[config.mk]
export PLATFORM = sky130hd
export DESIGN_NAME = fp_context_control_reg
export DESIGN_NICKNAME = d
export VERILOG_FILES = /design/src/rtl/fp_ctx_pkg.sv /design/src/rtl/fp_context_control_reg.sv /design/src/rtl/fp_bank_status.sv
export SDC_FILE = /design/constraint.sdc
export NUM_CORES = 1
export LEC_CHECK = 0
export BUFFER_PORTS_ARGS = -buffer_cell sky130_fd_sc_hd__buf_2
export CORE_ASPECT_RATIO = 0.5
export CORE_MARGIN = 2
export CORE_UTILIZATION = 35
export DETAILED_ROUTE_END_ITERATION = 7
export PLACE_DENSITY = 0.72
export SETUP_SLACK_MARGIN = 0.4
export SYNTH_ARGS = -nofsm -noshare
export SYNTH_HDL_FRONTEND = slang
export SYNTH_SLANG_ARGS = --single-unit
[constraint.sdc]
create_clock -name pclk -period 1.41 [get_ports pclk]
set_input_delay 0.0705 -clock pclk [delete_from_list [all_inputs] [get_ports pclk]]
set_output_delay 0.0705 -clock pclk [all_outputs]
set_load 0.02 [all_outputs]
[src/rtl/fp_ctx_pkg.sv]
// Constants, field positions and carrier types for the floating-point
// context control register. Assumes an APB slave with 32-bit data.
package fp_ctx_pkg;

	// Register placement on the bus
	localparam int          APB_ADDR_W      = 12;
	localparam logic [11:0] FP_CTX_CTRL_OFF = 12'h000;

	// Field positions
	localparam int POS_AUTO_PRESERVE = 31;
	localparam int POS_LAZY_EN       = 30;
	localparam int POS_LAZY_EN_LOCK  = 29;
	localparam int POS_CLR_RET       = 28;
	localparam int POS_CLR_RET_LOCK  = 27;
	localparam int POS_TREAT_SECURE  = 26;
	localparam int POS_USAGE_RDY     = 10;
	localparam int POS_STACK_VIOL    = 9;
	localparam int POS_DBG_MON_RDY   = 8;
	localparam int POS_SEC_FAULT_RDY = 7;
	localparam int POS_BUS_FAULT_RDY = 6;
	localparam int POS_MEM_MAN_RDY   = 5;
	localparam int POS_HARD_RDY      = 4;
	localparam int POS_THREAD        = 3;
	localparam int POS_CTX_SECURE    = 2;
	localparam int POS_UNPRIV        = 1;
	localparam int POS_LAZY_ACTIVE   = 0;

	// Implemented bits; 25..11 read as zero
	localparam logic [31:0] IMPL_MASK     = 32'hFC0007FF;
	// Bits only the secure view may see
	localparam logic [31:0] SEC_ONLY_MASK = 32'h2C000084;
	// Register value after reset
	localparam logic [31:0] CTRL_RESET    = 32'h00000000;

	// Bank numbers; without the security extension only bank 0 exists
	localparam int BANK_SEC = 0;
	localparam int BANK_NS  = 1;

	// APB request as seen by the slave
	typedef struct packed {
		logic [APB_ADDR_W-1:0] paddr;
		logic                  psel;
		logic                  penable;
		logic                  pwrite;
		logic [31:0]           pwdata;
		logic [3:0]            pstrb;
		logic [2:0]            pprot;
	} apb_req_t;

	// Status sampled when a floating-point stack frame is allocated
	typedef struct packed {
		logic usage_fault_ready;
		logic debug_monitor_ready;
		logic secure_fault_ready;
		logic bus_fault_ready;
		logic mem_manage_ready;
		logic hard_fault_ready;
		logic thread_mode;
		logic unprivileged;
		logic stack_limit_violation;
	} frame_info_t;

	// Per-bank register state
	typedef struct packed {
		logic auto_preserve_enable;
		logic stack_limit_violation;
		logic thread_mode;
		logic usage_fault_ready;
		logic mem_manage_ready;
		logic unprivileged;
		logic lazy_save_active;
	} bank_state_t;

endpackage : fp_ctx_pkg

[src/rtl/fp_context_control_reg.sv]
// Floating-point context control register with APB access, security
// banking and the control outputs that steer floating-point state handling.
// Assumes event pulses come from core logic on pclk; pprot[1] high marks a
// Non-secure access.
`timescale 1ns/10ps
module fp_context_control_reg
	import fp_ctx_pkg::*;
#(
	parameter bit          SECURITY_EXT = 1'b1,
	parameter logic [31:0] RESET_VALUE  = fp_ctx_pkg::CTRL_RESET
) (
	input  wire logic                    pclk,
	input  wire logic                    presetn,
	input  wire fp_ctx_pkg::apb_req_t    apb_req,
	output logic [31:0]                  prdata,
	output logic                         pready,
	output logic                         pslverr,
	input  wire logic                    frame_alloc,
	input  wire logic                    frame_secure,
	input  wire fp_ctx_pkg::frame_info_t frame_info,
	input  wire logic                    fp_instr_exec,
	input  wire logic                    exec_secure,
	input  wire logic                    lazy_save_done,
	input  wire logic                    exc_return,
	input  wire logic                    fp_context_clear,
	input  wire logic                    secure_debug_monitor_enable,
	input  wire logic                    bus_fault_ns_enable,
	output logic                         fp_context_active_flag,
	output logic                         clear_caller_regs,
	output logic                         lazy_skip_mem,
	output logic                         lazy_zero_regs,
	output logic                         fp_regs_secure,
	output logic                         lazy_save_enable_out
);
	import fp_ctx_pkg::*;

	localparam int NUM_BANKS = SECURITY_EXT ? 2 : 1;

	// Shared state
	logic lazy_save_enable_reg;
	logic lazy_save_enable_lock_reg;
	logic clear_on_return_reg;
	logic clear_on_return_lock_reg;
	logic treat_fp_secure_reg;
	logic hard_fault_ready_reg;
	logic bus_fault_ready_reg;
	logic debug_monitor_ready_reg;
	logic secure_fault_ready_reg;
	logic ctx_secure_reg;
	logic fpca_reg;
	logic clear_pulse_reg;
	logic [31:0] rdata_reg;

	// Bus decode
	logic        ns_access;
	logic        addr_hit;
	logic        setup;
	logic        wr_go;
	logic [31:0] strb_mask;
	logic [31:0] read_mask;
	logic [31:0] write_mask;
	logic [31:0] wr_bits;
	logic [31:0] view;
	logic        acc_bank;
	logic        own_bank;

	bank_state_t bank [NUM_BANKS];

	// Without the extension every access sees the single, secure bank
	assign ns_access = SECURITY_EXT && apb_req.pprot[1];
	assign acc_bank  = SECURITY_EXT && ns_access;
	assign own_bank  = SECURITY_EXT && !ctx_secure_reg;
	assign addr_hit  = (apb_req.paddr[APB_ADDR_W-1:2] == FP_CTX_CTRL_OFF[APB_ADDR_W-1:2]);
	assign setup     = apb_req.psel && !apb_req.penable;
	assign wr_go     = apb_req.psel && apb_req.penable && apb_req.pwrite && addr_hit;
	assign strb_mask = {{8{apb_req.pstrb[3]}}, {8{apb_req.pstrb[2]}},
	                    {8{apb_req.pstrb[1]}}, {8{apb_req.pstrb[0]}}};

	// Visibility of each bit to the current accessor
	always_comb begin
		read_mask = IMPL_MASK;
		if (!SECURITY_EXT || ns_access) begin
			read_mask = read_mask & ~SEC_ONLY_MASK;
		end
		if (ns_access && secure_debug_monitor_enable) begin
			read_mask[POS_DBG_MON_RDY] = 1'b0;
		end
		if (ns_access && !bus_fault_ns_enable) begin
			read_mask[POS_BUS_FAULT_RDY] = 1'b0;
			read_mask[POS_HARD_RDY]      = 1'b0;
		end
	end

	// Locked bits stay readable but drop out of the Non-secure write mask
	always_comb begin
		write_mask = read_mask;
		if (ns_access && lazy_save_enable_lock_reg) begin
			write_mask[POS_LAZY_EN] = 1'b0;
		end
		if (ns_access && clear_on_return_lock_reg) begin
			write_mask[POS_CLR_RET] = 1'b0;
		end
	end

	assign wr_bits = write_mask & strb_mask & {32{wr_go}};

	// Banked part, one copy per security state
	genvar b;
	generate
		for (b = 0; b < NUM_BANKS; b++) begin : g_bank
			logic [31:0] bank_wr;
			logic        bank_cap;
			logic        bank_done;
			assign bank_wr   = (int'(acc_bank) == b) ? wr_bits : 32'h00000000;
			assign bank_cap  = frame_alloc && (int'(SECURITY_EXT && !frame_secure) == b);
			assign bank_done = lazy_save_done && (int'(own_bank) == b);
			fp_bank_status #(
				.RESET_VALUE (RESET_VALUE)
			) u_bank (
				.pclk      (pclk),
				.presetn   (presetn),
				.wr_mask   (bank_wr),
				.wdata     (apb_req.pwdata),
				.capture   (bank_cap),
				.info      (frame_info),
				.lazy_arm  (lazy_save_enable_reg && fpca_reg),
				.lazy_done (bank_done),
				.state     (bank[b])
			);
		end
	endgenerate

	// Shared enables and locks, software owned
	always_ff @(posedge pclk or negedge presetn) begin
		if (!presetn) begin
			lazy_save_enable_reg      <= RESET_VALUE[POS_LAZY_EN];
			lazy_save_enable_lock_reg <= SECURITY_EXT & RESET_VALUE[POS_LAZY_EN_LOCK];
			clear_on_return_reg       <= RESET_VALUE[POS_CLR_RET];
			clear_on_return_lock_reg  <= SECURITY_EXT & RESET_VALUE[POS_CLR_RET_LOCK];
			treat_fp_secure_reg       <= SECURITY_EXT & RESET_VALUE[POS_TREAT_SECURE];
		end else begin
			if (wr_bits[POS_LAZY_EN])      lazy_save_enable_reg      <= apb_req.pwdata[POS_LAZY_EN];
			if (wr_bits[POS_LAZY_EN_LOCK]) lazy_save_enable_lock_reg <= apb_req.pwdata[POS_LAZY_EN_LOCK];
			if (wr_bits[POS_CLR_RET])      clear_on_return_reg       <= apb_req.pwdata[POS_CLR_RET];
			if (wr_bits[POS_CLR_RET_LOCK]) clear_on_return_lock_reg  <= apb_req.pwdata[POS_CLR_RET_LOCK];
			if (wr_bits[POS_TREAT_SECURE]) treat_fp_secure_reg       <= apb_req.pwdata[POS_TREAT_SECURE];
		end
	end

	// Shared frame status; hardware capture wins over a same-cycle write
	always_ff @(posedge pclk or negedge presetn) begin
		if (!presetn) begin
			hard_fault_ready_reg    <= RESET_VALUE[POS_HARD_RDY];
			bus_fault_ready_reg     <= RESET_VALUE[POS_BUS_FAULT_RDY];
			debug_monitor_ready_reg <= RESET_VALUE[POS_DBG_MON_RDY];
			secure_fault_ready_reg  <= SECURITY_EXT & RESET_VALUE[POS_SEC_FAULT_RDY];
		end else if (frame_alloc) begin
			hard_fault_ready_reg    <= frame_info.hard_fault_ready;
			bus_fault_ready_reg     <= frame_info.bus_fault_ready;
			debug_monitor_ready_reg <= frame_info.debug_monitor_ready;
			secure_fault_ready_reg  <= SECURITY_EXT & frame_info.secure_fault_ready;
		end else begin
			if (wr_bits[POS_HARD_RDY])      hard_fault_ready_reg    <= apb_req.pwdata[POS_HARD_RDY];
			if (wr_bits[POS_BUS_FAULT_RDY]) bus_fault_ready_reg     <= apb_req.pwdata[POS_BUS_FAULT_RDY];
			if (wr_bits[POS_DBG_MON_RDY])   debug_monitor_ready_reg <= apb_req.pwdata[POS_DBG_MON_RDY];
			if (wr_bits[POS_SEC_FAULT_RDY]) secure_fault_ready_reg  <= apb_req.pwdata[POS_SEC_FAULT_RDY];
		end
	end

	// Context ownership: instruction execution outranks lazy arming, then writes
	always_ff @(posedge pclk or negedge presetn) begin
		if (!presetn) begin
			ctx_secure_reg <= SECURITY_EXT & RESET_VALUE[POS_CTX_SECURE];
		end else if (fp_instr_exec) begin
			ctx_secure_reg <= SECURITY_EXT & exec_secure;
		end else if (frame_alloc && lazy_save_enable_reg && fpca_reg) begin
			ctx_secure_reg <= SECURITY_EXT & frame_secure;
		end else if (wr_bits[POS_CTX_SECURE]) begin
			ctx_secure_reg <= apb_req.pwdata[POS_CTX_SECURE];
		end
	end

	// Context-active flag; the setting event wins over the clear
	always_ff @(posedge pclk or negedge presetn) begin
		if (!presetn) begin
			fpca_reg <= 1'b0;
		end else if (fp_instr_exec && bank[int'(SECURITY_EXT && !exec_secure)].auto_preserve_enable) begin
			fpca_reg <= 1'b1;
		end else if (fp_context_clear) begin
			fpca_reg <= 1'b0;
		end
	end

	// Caller register clear request, one pulse per return or tail chain
	always_ff @(posedge pclk or negedge presetn) begin
		if (!presetn) begin
			clear_pulse_reg <= 1'b0;
		end else begin
			clear_pulse_reg <= exc_return && clear_on_return_reg && fpca_reg
			                   && !bank[BANK_SEC].lazy_save_active;
		end
	end

	// Register view before masking
	always_comb begin
		view                    = 32'h00000000;
		view[POS_AUTO_PRESERVE] = bank[int'(acc_bank)].auto_preserve_enable;
		view[POS_LAZY_EN]       = lazy_save_enable_reg;
		view[POS_LAZY_EN_LOCK]  = lazy_save_enable_lock_reg;
		view[POS_CLR_RET]       = clear_on_return_reg;
		view[POS_CLR_RET_LOCK]  = clear_on_return_lock_reg;
		view[POS_TREAT_SECURE]  = treat_fp_secure_reg;
		view[POS_USAGE_RDY]     = bank[int'(acc_bank)].usage_fault_ready;
		view[POS_STACK_VIOL]    = bank[int'(acc_bank)].stack_limit_violation;
		view[POS_DBG_MON_RDY]   = debug_monitor_ready_reg;
		view[POS_SEC_FAULT_RDY] = secure_fault_ready_reg;
		view[POS_BUS_FAULT_RDY] = bus_fault_ready_reg;
		view[POS_MEM_MAN_RDY]   = bank[int'(acc_bank)].mem_manage_ready;
		view[POS_HARD_RDY]      = hard_fault_ready_reg;
		view[POS_THREAD]        = bank[int'(acc_bank)].thread_mode;
		view[POS_CTX_SECURE]    = ctx_secure_reg;
		view[POS_UNPRIV]        = bank[int'(acc_bank)].unprivileged;
		view[POS_LAZY_ACTIVE]   = bank[int'(acc_bank)].lazy_save_active;
	end

	// Read data sampled in the setup cycle, so it is stable in the access phase
	always_ff @(posedge pclk or negedge presetn) begin
		if (!presetn) begin
			rdata_reg <= 32'h00000000;
		end else if (setup) begin
			rdata_reg <= (addr_hit && !apb_req.pwrite) ? (view & read_mask) : 32'h00000000;
		end
	end

	// Zero-wait slave; unmapped addresses answer with an error and no effect
	assign prdata  = rdata_reg;
	assign pready  = 1'b1;
	assign pslverr = apb_req.psel && apb_req.penable && !addr_hit;

	// Control outputs to the floating-point sequencer
	assign fp_context_active_flag = fpca_reg;
	assign clear_caller_regs      = clear_pulse_reg;
	assign lazy_skip_mem          = bank[int'(own_bank)].lazy_save_active
	                                && bank[int'(own_bank)].stack_limit_violation;
	assign lazy_zero_regs         = lazy_skip_mem && ctx_secure_reg && treat_fp_secure_reg;
	assign fp_regs_secure         = treat_fp_secure_reg;
	assign lazy_save_enable_out   = lazy_save_enable_reg;
endmodule : fp_context_control_reg

[src/rtl/fp_bank_status.sv]
// One security bank of the context control register: banked enable and
// frame status bits. Assumes write masks already checked for access rights.
`timescale 1ns/10ps
module fp_bank_status
	import fp_ctx_pkg::*;
#(
	parameter logic [31:0] RESET_VALUE = CTRL_RESET
) (
	input  wire logic                    pclk,
	input  wire logic                    presetn,
	input  wire logic [31:0]             wr_mask,
	input  wire logic [31:0]             wdata,
	input  wire logic                    capture,
	input  wire fp_ctx_pkg::frame_info_t info,
	input  wire logic                    lazy_arm,
	input  wire logic                    lazy_done,
	output fp_ctx_pkg::bank_state_t      state
);

	// Software-owned enable
	always_ff @(posedge pclk or negedge presetn) begin
		if (!presetn) begin
			state.auto_preserve_enable <= RESET_VALUE[POS_AUTO_PRESERVE];
		end else if (wr_mask[POS_AUTO_PRESERVE]) begin
			state.auto_preserve_enable <= wdata[POS_AUTO_PRESERVE];
		end
	end

	// Frame capture wins over a write in the same cycle
	always_ff @(posedge pclk or negedge presetn) begin
		if (!presetn) begin
			state.stack_limit_violation <= RESET_VALUE[POS_STACK_VIOL];
			state.thread_mode           <= RESET_VALUE[POS_THREAD];
			state.usage_fault_ready     <= RESET_VALUE[POS_USAGE_RDY];
			state.mem_manage_ready      <= RESET_VALUE[POS_MEM_MAN_RDY];
			state.unprivileged          <= RESET_VALUE[POS_UNPRIV];
		end else if (capture) begin
			state.stack_limit_violation <= info.stack_limit_violation;
			state.thread_mode           <= info.thread_mode;
			state.usage_fault_ready     <= info.usage_fault_ready;
			state.mem_manage_ready      <= info.mem_manage_ready;
			state.unprivileged          <= info.unprivileged;
		end else begin
			if (wr_mask[POS_STACK_VIOL])  state.stack_limit_violation <= wdata[POS_STACK_VIOL];
			if (wr_mask[POS_THREAD])      state.thread_mode           <= wdata[POS_THREAD];
			if (wr_mask[POS_USAGE_RDY])   state.usage_fault_ready     <= wdata[POS_USAGE_RDY];
			if (wr_mask[POS_MEM_MAN_RDY]) state.mem_manage_ready      <= wdata[POS_MEM_MAN_RDY];
			if (wr_mask[POS_UNPRIV])      state.unprivileged          <= wdata[POS_UNPRIV];
		end
	end

	// Lazy flag: arming wins over the deferred save finishing and over writes
	always_ff @(posedge pclk or negedge presetn) begin
		if (!presetn) begin
			state.lazy_save_active <= RESET_VALUE[POS_LAZY_ACTIVE];
		end else if (capture && lazy_arm) begin
			state.lazy_save_active <= 1'b1;
		end else if (lazy_done) begin
			state.lazy_save_active <= 1'b0;
		end else if (wr_mask[POS_LAZY_ACTIVE]) begin
			state.lazy_save_active <= wdata[POS_LAZY_ACTIVE];
		end
	end

endmodule : fp_bank_status

==> results of run 1 <==
==> final cells by class <==
class,count,area [sq um]
flip-flops and latches,43,1080
multi-input cells,157,1230
repair buffers,115,793
well taps,88,110
clock buffers,7,153
clock inverters,1,7.51
fillers,493,2750
inverters,2,7.51
==> cell usage in the layout, fill, tap and decap left out, types with 3 or more instances in the layout <==
cell type	Yosys	final
sky130_fd_sc_hd__buf_2	1	66
sky130_fd_sc_hd__dfrtp_1	43	42
sky130_fd_sc_hd__buf_4	16	26
sky130_fd_sc_hd__nand2_1	23	23
sky130_fd_sc_hd__buf_6	0	18
sky130_fd_sc_hd__mux2i_1	17	17
sky130_fd_sc_hd__conb_1	2	16
sky130_fd_sc_hd__o21ai_1	1	9
sky130_fd_sc_hd__a22o_1	9	9
sky130_fd_sc_hd__a21oi_1	8	8
sky130_fd_sc_hd__o21ai_2	0	7
sky130_fd_sc_hd__nor2b_1	7	6
sky130_fd_sc_hd__mux2_2	9	6
sky130_fd_sc_hd__nand3_2	0	5
sky130_fd_sc_hd__nor2_1	6	5
sky130_fd_sc_hd__nor4_4	2	5
sky130_fd_sc_hd__mux2_4	0	5
sky130_fd_sc_hd__clkbuf_16	0	5
sky130_fd_sc_hd__nand4_1	4	4
sky130_fd_sc_hd__a41oi_1	3	3
sky130_fd_sc_hd__buf_8	0	3
==> cells by family after synthesis <==
family          Yosys count  synth area share, %
buf+inv                  25                 6.89
mux                      29                 13.6
simple gates             71                 19.7
flops                    43                 47.8
compound gates           41                 11.7
other cells               2                0.334
==> stage by stage <==
stage / power, mW / setup TNS (ns) / cell area, sq um / utilization, %
2_1_floorplan: 1.55 / -1.13 / 2390 / -
3_3_place_gp: 1.68 / -3.39 / 2870 / 46.8
3_5_place_dp: 1.70 / -3.57 / 2870 / 46.8
4_1_cts: 2.94 / 0 / 3260 / 53.2
5_1_grt: 3.09 / -0.00844 / 3380 / 55.1
6_report: 2.98 / 0 / 3380 / 55.1
==> timing repair <==
item / 4_1_cts / 5_1_grt
cloned: 0 / 0
endpoints found under the setup margin: 44 / 44
hold endpoints to repair: 44 / 0
resized for setup: 39 / 27
hold buffers: 2 / 0
setup buffers: 11 / 6
pin swaps: 20 / 23
==> worst min-delay path, delay by kind of cell <==
kind	cells	cell delay, ns
AO/OA/AOI/OAI	1	0.06
buffers and inverters	1	0.09
AND/OR/NAND/NOR	1	0.04
==> worst paths after layout <==
check                                  startpoint                        end  depth (start not counted)
min reg2reg                             prdata[0]                  prdata[0]                          2
max reg2reg                fp_context_active_flag             ctx_secure_reg                          4
min                                 frame_info[1]  g_bank[1].u_bank.state[1]                          3
min in group asynchronous                 presetn                 prdata[26]                          3
max                                   apb_req[47]  g_bank[1].u_bank.state[0]                          7
max in group asynchronous                 presetn             ctx_secure_reg                          3
==> layer usage <==
metal,part of all wire (%),GRT usage (%),vias to the layer above
met1,39,20.9,1091
met3,6.2,4.14,17
met4,2.7,8.26,0
met5,0,0,-
li1,-,-,969
met2,52,36.3,97
==> power groups by stage <==
stage | logic (mW) | registers, mW | clock network (mW)
floorplan | 0.218 | 1.33 | 0
detailed placement | 0.354 | 1.34 | 0
finish | 0.433 | 1.32 | 1.22
global route | 0.466 | 1.33 | 1.30
global placement | 0.340 | 1.34 | 0
CTS | 0.401 | 1.32 | 1.22
==> impl_summary.txt, run 1 <==
----------------------------------------------------
[Outcome]
  Status ... finished clean

[Setup path]
  Kind of cell adding the most delay to the critical path ... simple AND/OR/NAND/NOR gates
  Cell with the most instances on the worst path ... sky130_fd_sc_hd__buf_4
  Slowest Stage Delay on Critical Path ... 0.55 ns
  Maximum fanout encountered on the critical timing path ... 4
  Data arrival time of the worst path ... 1.55 ns
  Critical-path cell with the highest stage delay ... sky130_fd_sc_hd__or4_4
  Required time of the worst setup path ... 1.56 ns
  Category of the critical setup timing path ... input port to register
  Worst R2R Setup Slack ... 0.26 ns
  Crit end category ... register
  Crit-path cells ... buf_8 -> or4_4 -> buf_4 -> nor4_4 -> buf_4 -> mux2i_1 -> o22ai_1
  Worst Setup Start Kind ... input port
  Count of buffering cells on the critical path with inverters included ... 3

[Detailed routing]
  Iteration-0 DRC Markers ... 82
  Sum of routed wire length over all layers ... 7030 um
  Count of nets left with antenna violations after detail routing ... 0
  Vias ... 2174
  Post-DR vias/cell ... 5.26
  Wire length per cell after detailed routing ... 17.0 um
  Drc violations ... 0
  Total iterations of the first detailed-routing run ... 4

[STA]
  Min Tclk post-route ... approximately 1.4 ns
  Hold violation total from the final report ... 0
  Number of max-slew violations in the final report ... 0
  Final critical-path setup slack ... 0.00900 ns
  Worst clock skew ... ~0.0028 ns
  Worst hold slack ... 0.0155 ns
  Highest achievable clock rate ... 0.714 GHz
  Max_slew headroom ... 63.6%
  Worst-margin pin slew ... approximately 0.55 ns
  Unrepaired setup endpoints after global routing ... true
  Final critical-path share of the clock period ... between 90% and 100%
  Final setup violating endpoints ... 0

[Clock tree]
  Library cell used as clock root buffer ... sky130_fd_sc_hd__clkbuf_16
  Clk_lat worst skew ... ~0.28 ns
  CTS tree ... yes
  Buffer levels on the longest clock path ... 2
  CTS Sinks ... 43
  Clk slew on worst S/H paths ... around 0.06 ns
  TritonCTS Buffers ... 5
  CTS HTree Levels ... 2

[Floorplan]
  Die height ... 60.7 um
  Site Rows ... 20
  Die X-Extent ... 117 um
  Number of placed I/O pins ... 114
  Die area ... just over 7000 sq um
  Starting density of the core ... 36.7%
  Core Footprint ... 6130 sq um

[Place]
  Number of buffers added on ports ... 77
  Routability cong. ... 0.859
  Final HPWL DP ... 4570 um
  Worst Setup Slack post-DPL ... -0.266 ns
  Number of placed instances with taps included ... 386

[Logic synthesis]
  Number of library cell types mapped by synthesis ... 38
  Mean cell area of the mapped netlist ... 10.7 sq um
  Post-Synthesis Cell Area ... 2250 sq um
  EDFF count, synth ... 0
  Number of warning messages in the yosys log ... 0
  Leading cell type by number of instances after synthesis ... sky130_fd_sc_hd__dfrtp_1
  Top cells by instance count after synthesis ... 43 x sky130_fd_sc_hd__dfrtp_1, 23 x sky130_fd_sc_hd__nand2_1, 17 x sky130_fd_sc_hd__mux2i_1
  Cell taking the most area after synthesis ... sky130_fd_sc_hd__dfrtp_1
  Top cell type's share of synthesized area ... between 40% and 50%
  Proportion of synthesized chip area in sequential cells ... 47.8%
  Flops & latches, synth ... 43
  Share of flip-flops with an asynchronous set or reset ... 100%
  Top cells by area in the synthesized netlist ... sky130_fd_sc_hd__dfrtp_1 48%, sky130_fd_sc_hd__mux2i_1 7.6%, sky130_fd_sc_hd__buf_4 5.3%
  Most common flop cell mapped by yosys ... sky130_fd_sc_hd__dfrtp_1
  Count of mapped cells out of synthesis ... 211

[Power]
  Combinational Power Share ... ~14%
  Power density normalized to cell area ... slightly below 900 nW/um^2
  Switching part of the total ... 25.1%
  Maximum vdd drop ... 0.000520 V
  Net switching power ... 0.747 mW
  Portion of total power attributed to sequential cells ... 44.4%
  Static leakage ... 1.67 nW
  Part of the power in the clock network ... between 40% and 50%
  Cell Int Power ... 2.23 mW

[Cells and area]
  Ratio of cells with drive above 1 in the final layout ... 49.5%
  Layout-stage area growth over the synthesis result ... 50.1%
  Number of nets in the layout ... 398
  Largest register FFs ... 17
  Inserted Diodes ... 0
  Final Instance Count excl. Fillers ... 413

[Min path]
  Type of the most critical hold path ... input port to register

[Global routing]
  GR Overflow Total ... 0
  Maximum number of pins on one net before global-route repair ... 44
  Wire length of the first global-routing pass ... just over 10000 um
  Overall track demand over capacity in global routing ... a little under a fifth
  Number of antenna violations at the first check in global routing ... 0
  Via count of the first global-routing pass ... 2072

[Run]
  Total of max-cap violations ... 0

----------------------------------------------------
Power figures use the tool's default switching activity.
==> inputs of run 2 (changes only) <==
==> constraint.sdc (replaced) <==
create_clock -name pclk -period 1.41 [get_ports pclk]
set_input_delay 0.0705 -clock pclk [delete_from_list [all_inputs] [get_ports pclk]]
set_output_delay 0.0705 -clock pclk [all_outputs]
set_load 0.01 [all_outputs]
==> run 2 against run 1 <==
Net effect:
- highest routed layer unchanged
- sequential share of layout area grew 0.059 points
- critical endpoint is now secure_fault_ready_reg
- design area is 0.18% lower
- register-to-register slack got worse by 0.03 ns
- worst hold slack got worse by 0.0039 ns
- sequential cell count stayed put
- non-clock buffer count did not move
- fmax shrank 0.34%
==> impl_summary.txt, run 2 (synthesis gave the netlist of run 1 again) <==
----------------------------------------------------
[Setup path]
  Category of the critical setup timing path ... input port to register (unchanged)
  Worst Setup Start Kind ... input port (unchanged)
  Destination of the worst register-to-register timing path ... ctx_secure_reg (unchanged)
  Required time of the worst setup path ... 1.56 ns (about the same)
  Crit end category ... register (unchanged)
  Maximum fanout encountered on the critical timing path ... 7 (was 4)
  Data arrival time of the worst path ... 1.56 ns (was 1.55 ns)
  Worst r2r src ... ctx_secure_reg (was fp_context_active_flag)
  Worst R2R Setup Slack ... 0.23 ns (was 0.26 ns)
  Register-to-Register Path Depth ... 3 (was 4)

[Min path]
  Capture endpoint of the worst hold path ... g_bank[1].u_bank.state[1] (unchanged)
  Type of the most critical hold path ... input port to register (unchanged)
  Min-Delay Path Depth ... 3 (unchanged)
  Hold path startpoint ... frame_info[1] (unchanged)

[Detailed routing]
  Total iterations of the first detailed-routing run ... 7 (was 4)
  Count of nets left with antenna violations after detail routing ... 0 (unchanged)
  Wire length per cell after detailed routing ... 17.1 um (was 17.0 um)
  Vias ... 2188 (was 2174)
  Post-DR vias/cell ... 5.30 (was 5.26)
  Iteration-0 DRC Markers ... 136 (was 82)
  Drc violations ... 0 (unchanged)
  Sum of routed wire length over all layers ... 7040 um (was 7030 um)

[Run]
  Total of max-cap violations ... 0 (unchanged)

[Floorplan]
  Site Rows ... 20 (unchanged)
  Starting density of the core ... 36.7% (unchanged)
  Number of placed I/O pins ... 114 (unchanged)
  Die area ... 7130 sq um (unchanged)
  Die X-Extent ... 117 um (unchanged)
  Core Footprint ... 6130 sq um (unchanged)
  Die height ... 60.7 um (unchanged)

[Outcome]
  Status ... finished clean (unchanged)

[Cells and area]
  Layout-stage area growth over the synthesis result ... 49.9% (was 50.1%)
  Ratio of cells with drive above 1 in the final layout ... 49.5% (unchanged)
  Number of nets in the layout ... 398 (unchanged)
  Final Instance Count excl. Fillers ... 413 (unchanged)
  Most frequent cells in the layout ... 67 x sky130_fd_sc_hd__buf_2, 42 x sky130_fd_sc_hd__dfrtp_1, 26 x sky130_fd_sc_hd__buf_4 (was 66 x sky130_fd_sc_hd__buf_2, 42 x sky130_fd_sc_hd__dfrtp_1, 26 x sky130_fd_sc_hd__buf_4)
  Final core occ ... 55.0% (was 55.1%)
  Post-route design area ... 3370 sq um (was 3380 sq um)
  Inserted Diodes ... 0 (unchanged)
  Most common library cell in the layout ignoring fill and taps ... sky130_fd_sc_hd__buf_2 (unchanged)
  Largest register FFs ... 17 (unchanged)

[STA]
  Highest achievable clock rate ... 0.711 GHz (was 0.714 GHz)
  Min Tclk post-route ... 1.41 ns (was 1.40 ns)
  Worst-margin pin slew ... 0.539 ns (was 0.545 ns)
  Final setup violating endpoints ... 0 (unchanged)
  Max_slew headroom ... 64.1% (was 63.6%)
  Unrepaired setup endpoints after global routing ... true (unchanged)
  Worst clock skew ... 0.00253 ns (was 0.00280 ns)
  Hold violation total from the final report ... 0 (unchanged)
  Final critical-path share of the clock period ... 99.7% (was 99.4%)
  Number of max-slew violations in the final report ... 0 (unchanged)

[Clock tree]
  CTS tree ... yes (unchanged)
  CTS HTree Levels ... 2 (unchanged)
  TritonCTS Buffers ... 5 (unchanged)
  CTS Sinks ... 43 (unchanged)
  Buffer levels on the longest clock path ... 2 (unchanged)
  Library cell used as clock root buffer ... sky130_fd_sc_hd__clkbuf_16 (unchanged)
  Clk_lat worst skew ... 0.29 ns (was 0.28 ns)
  Clk slew on worst S/H paths ... 0.06 ns (about the same)

[Global routing]
  GR Overflow Total ... 0 (unchanged)
  Maximum number of pins on one net before global-route repair ... 44 (unchanged)
  Number of antenna violations at the first check in global routing ... 0 (unchanged)
  Wire length of the first global-routing pass ... 10100 um (was 10300 um)
  Via count of the first global-routing pass ... 2049 (was 2072)
  Overall track demand over capacity in global routing ... 18.5% (was 18.8%)

[Place]
  Number of placed instances with taps included ... 386 (unchanged)
  Number of buffers added on ports ... 77 (unchanged)
  Final HPWL DP ... 4570 um (unchanged)
  Area after DPL ... 2870 sq um (unchanged)
  Routability cong. ... 0.859 (unchanged)

[Power]
  Power density normalized to cell area ... 879 nW/um^2 (was 880 nW/um^2)
  Static leakage ... 1.66 nW (was 1.67 nW)
  Maximum vdd drop ... 0.000523 V (was 0.000520 V)

----------------------------------------------------
[run 2: cell counts in the layout (fill, tap and decap cells not counted)]
Identical to the previous run, type by type.
[run 2: worst max-delay path by stage]
stage                      from                   endpoint  slack (ns)  cells past startpoint
finish              apb_req[45]     secure_fault_ready_reg       0.004                      6
floorplan           apb_req[51]  g_bank[0].u_bank.state[1]       -0.15                      4
global placement    apb_req[51]  g_bank[0].u_bank.state[1]       -0.22                      6
CTS                 apb_req[47]     secure_fault_ready_reg        0.09                      6
detailed placement  apb_req[50]     secure_fault_ready_reg       -0.27                      6
global route        apb_req[45]     secure_fault_ready_reg       -0.01                      6
[run 2: repair_timing]
item	in CTS	in global routing
gates cloned	0	0
endpoints found under the setup margin	44	44
hold buffers	2	0
buffers inserted	10	7
pin swaps	20	24
hold endpoints to repair	44	0
gates resized for setup	35	27
[run 2: per-layer routing]
layer | part of all wire, % | vias to the layer above | GRT usage, %
li1 | - | 968 | -
met4 | 3.6 | 0 | 8.26
met3 | 6.2 | 31 | 4.14
met5 | 0 | - | 0
met1 | 41 | 1083 | 20.8
met2 | 49 | 106 | 35.4
[run 2: layout make-up]
type,instances,area [sq um]
Multi-Input combinational cell,157,1230
Clock buffer,7,153
Sequential cell,43,1080
Inverter,2,7.51
Clock inverter,1,7.51
Fill cell,501,2760
Tap cell,88,110
Timing Repair Buffer,115,787
[run 2: worst max-delay path, stage by stage]
cell and delay (ns):
sky130_fd_sc_hd__buf_8 0.10, sky130_fd_sc_hd__or4b_4 0.54, sky130_fd_sc_hd__nor4_4 0.31, sky130_fd_sc_hd__buf_6 0.18
sky130_fd_sc_hd__mux2i_1 0.22, sky130_fd_sc_hd__o21ai_1 0.13
[run 2: through the flow]
stage / worst slack (ns) / power (mW) / hold WS (ns) / setup TNS, ns
floorplan: -0.154 / 1.53 / -0.225 / -1.13
global placement: -0.222 / 1.66 / 0.164 / -3.39
detailed placement: -0.266 / 1.68 / 0.175 / -3.57
CTS: 0.0890 / 2.92 / 0.0176 / 0
global route: -0.0102 / 3.07 / 0.0123 / -0.0102
finish: 0.00421 / 2.97 / 0.0115 / 0
[run 2: report_power, final]
group          switching [mW]  internal, mW  leakage (nW)
registers              0.0355          1.29         0.564
clock network           0.478         0.753        0.0761
logic                   0.222         0.191          1.02
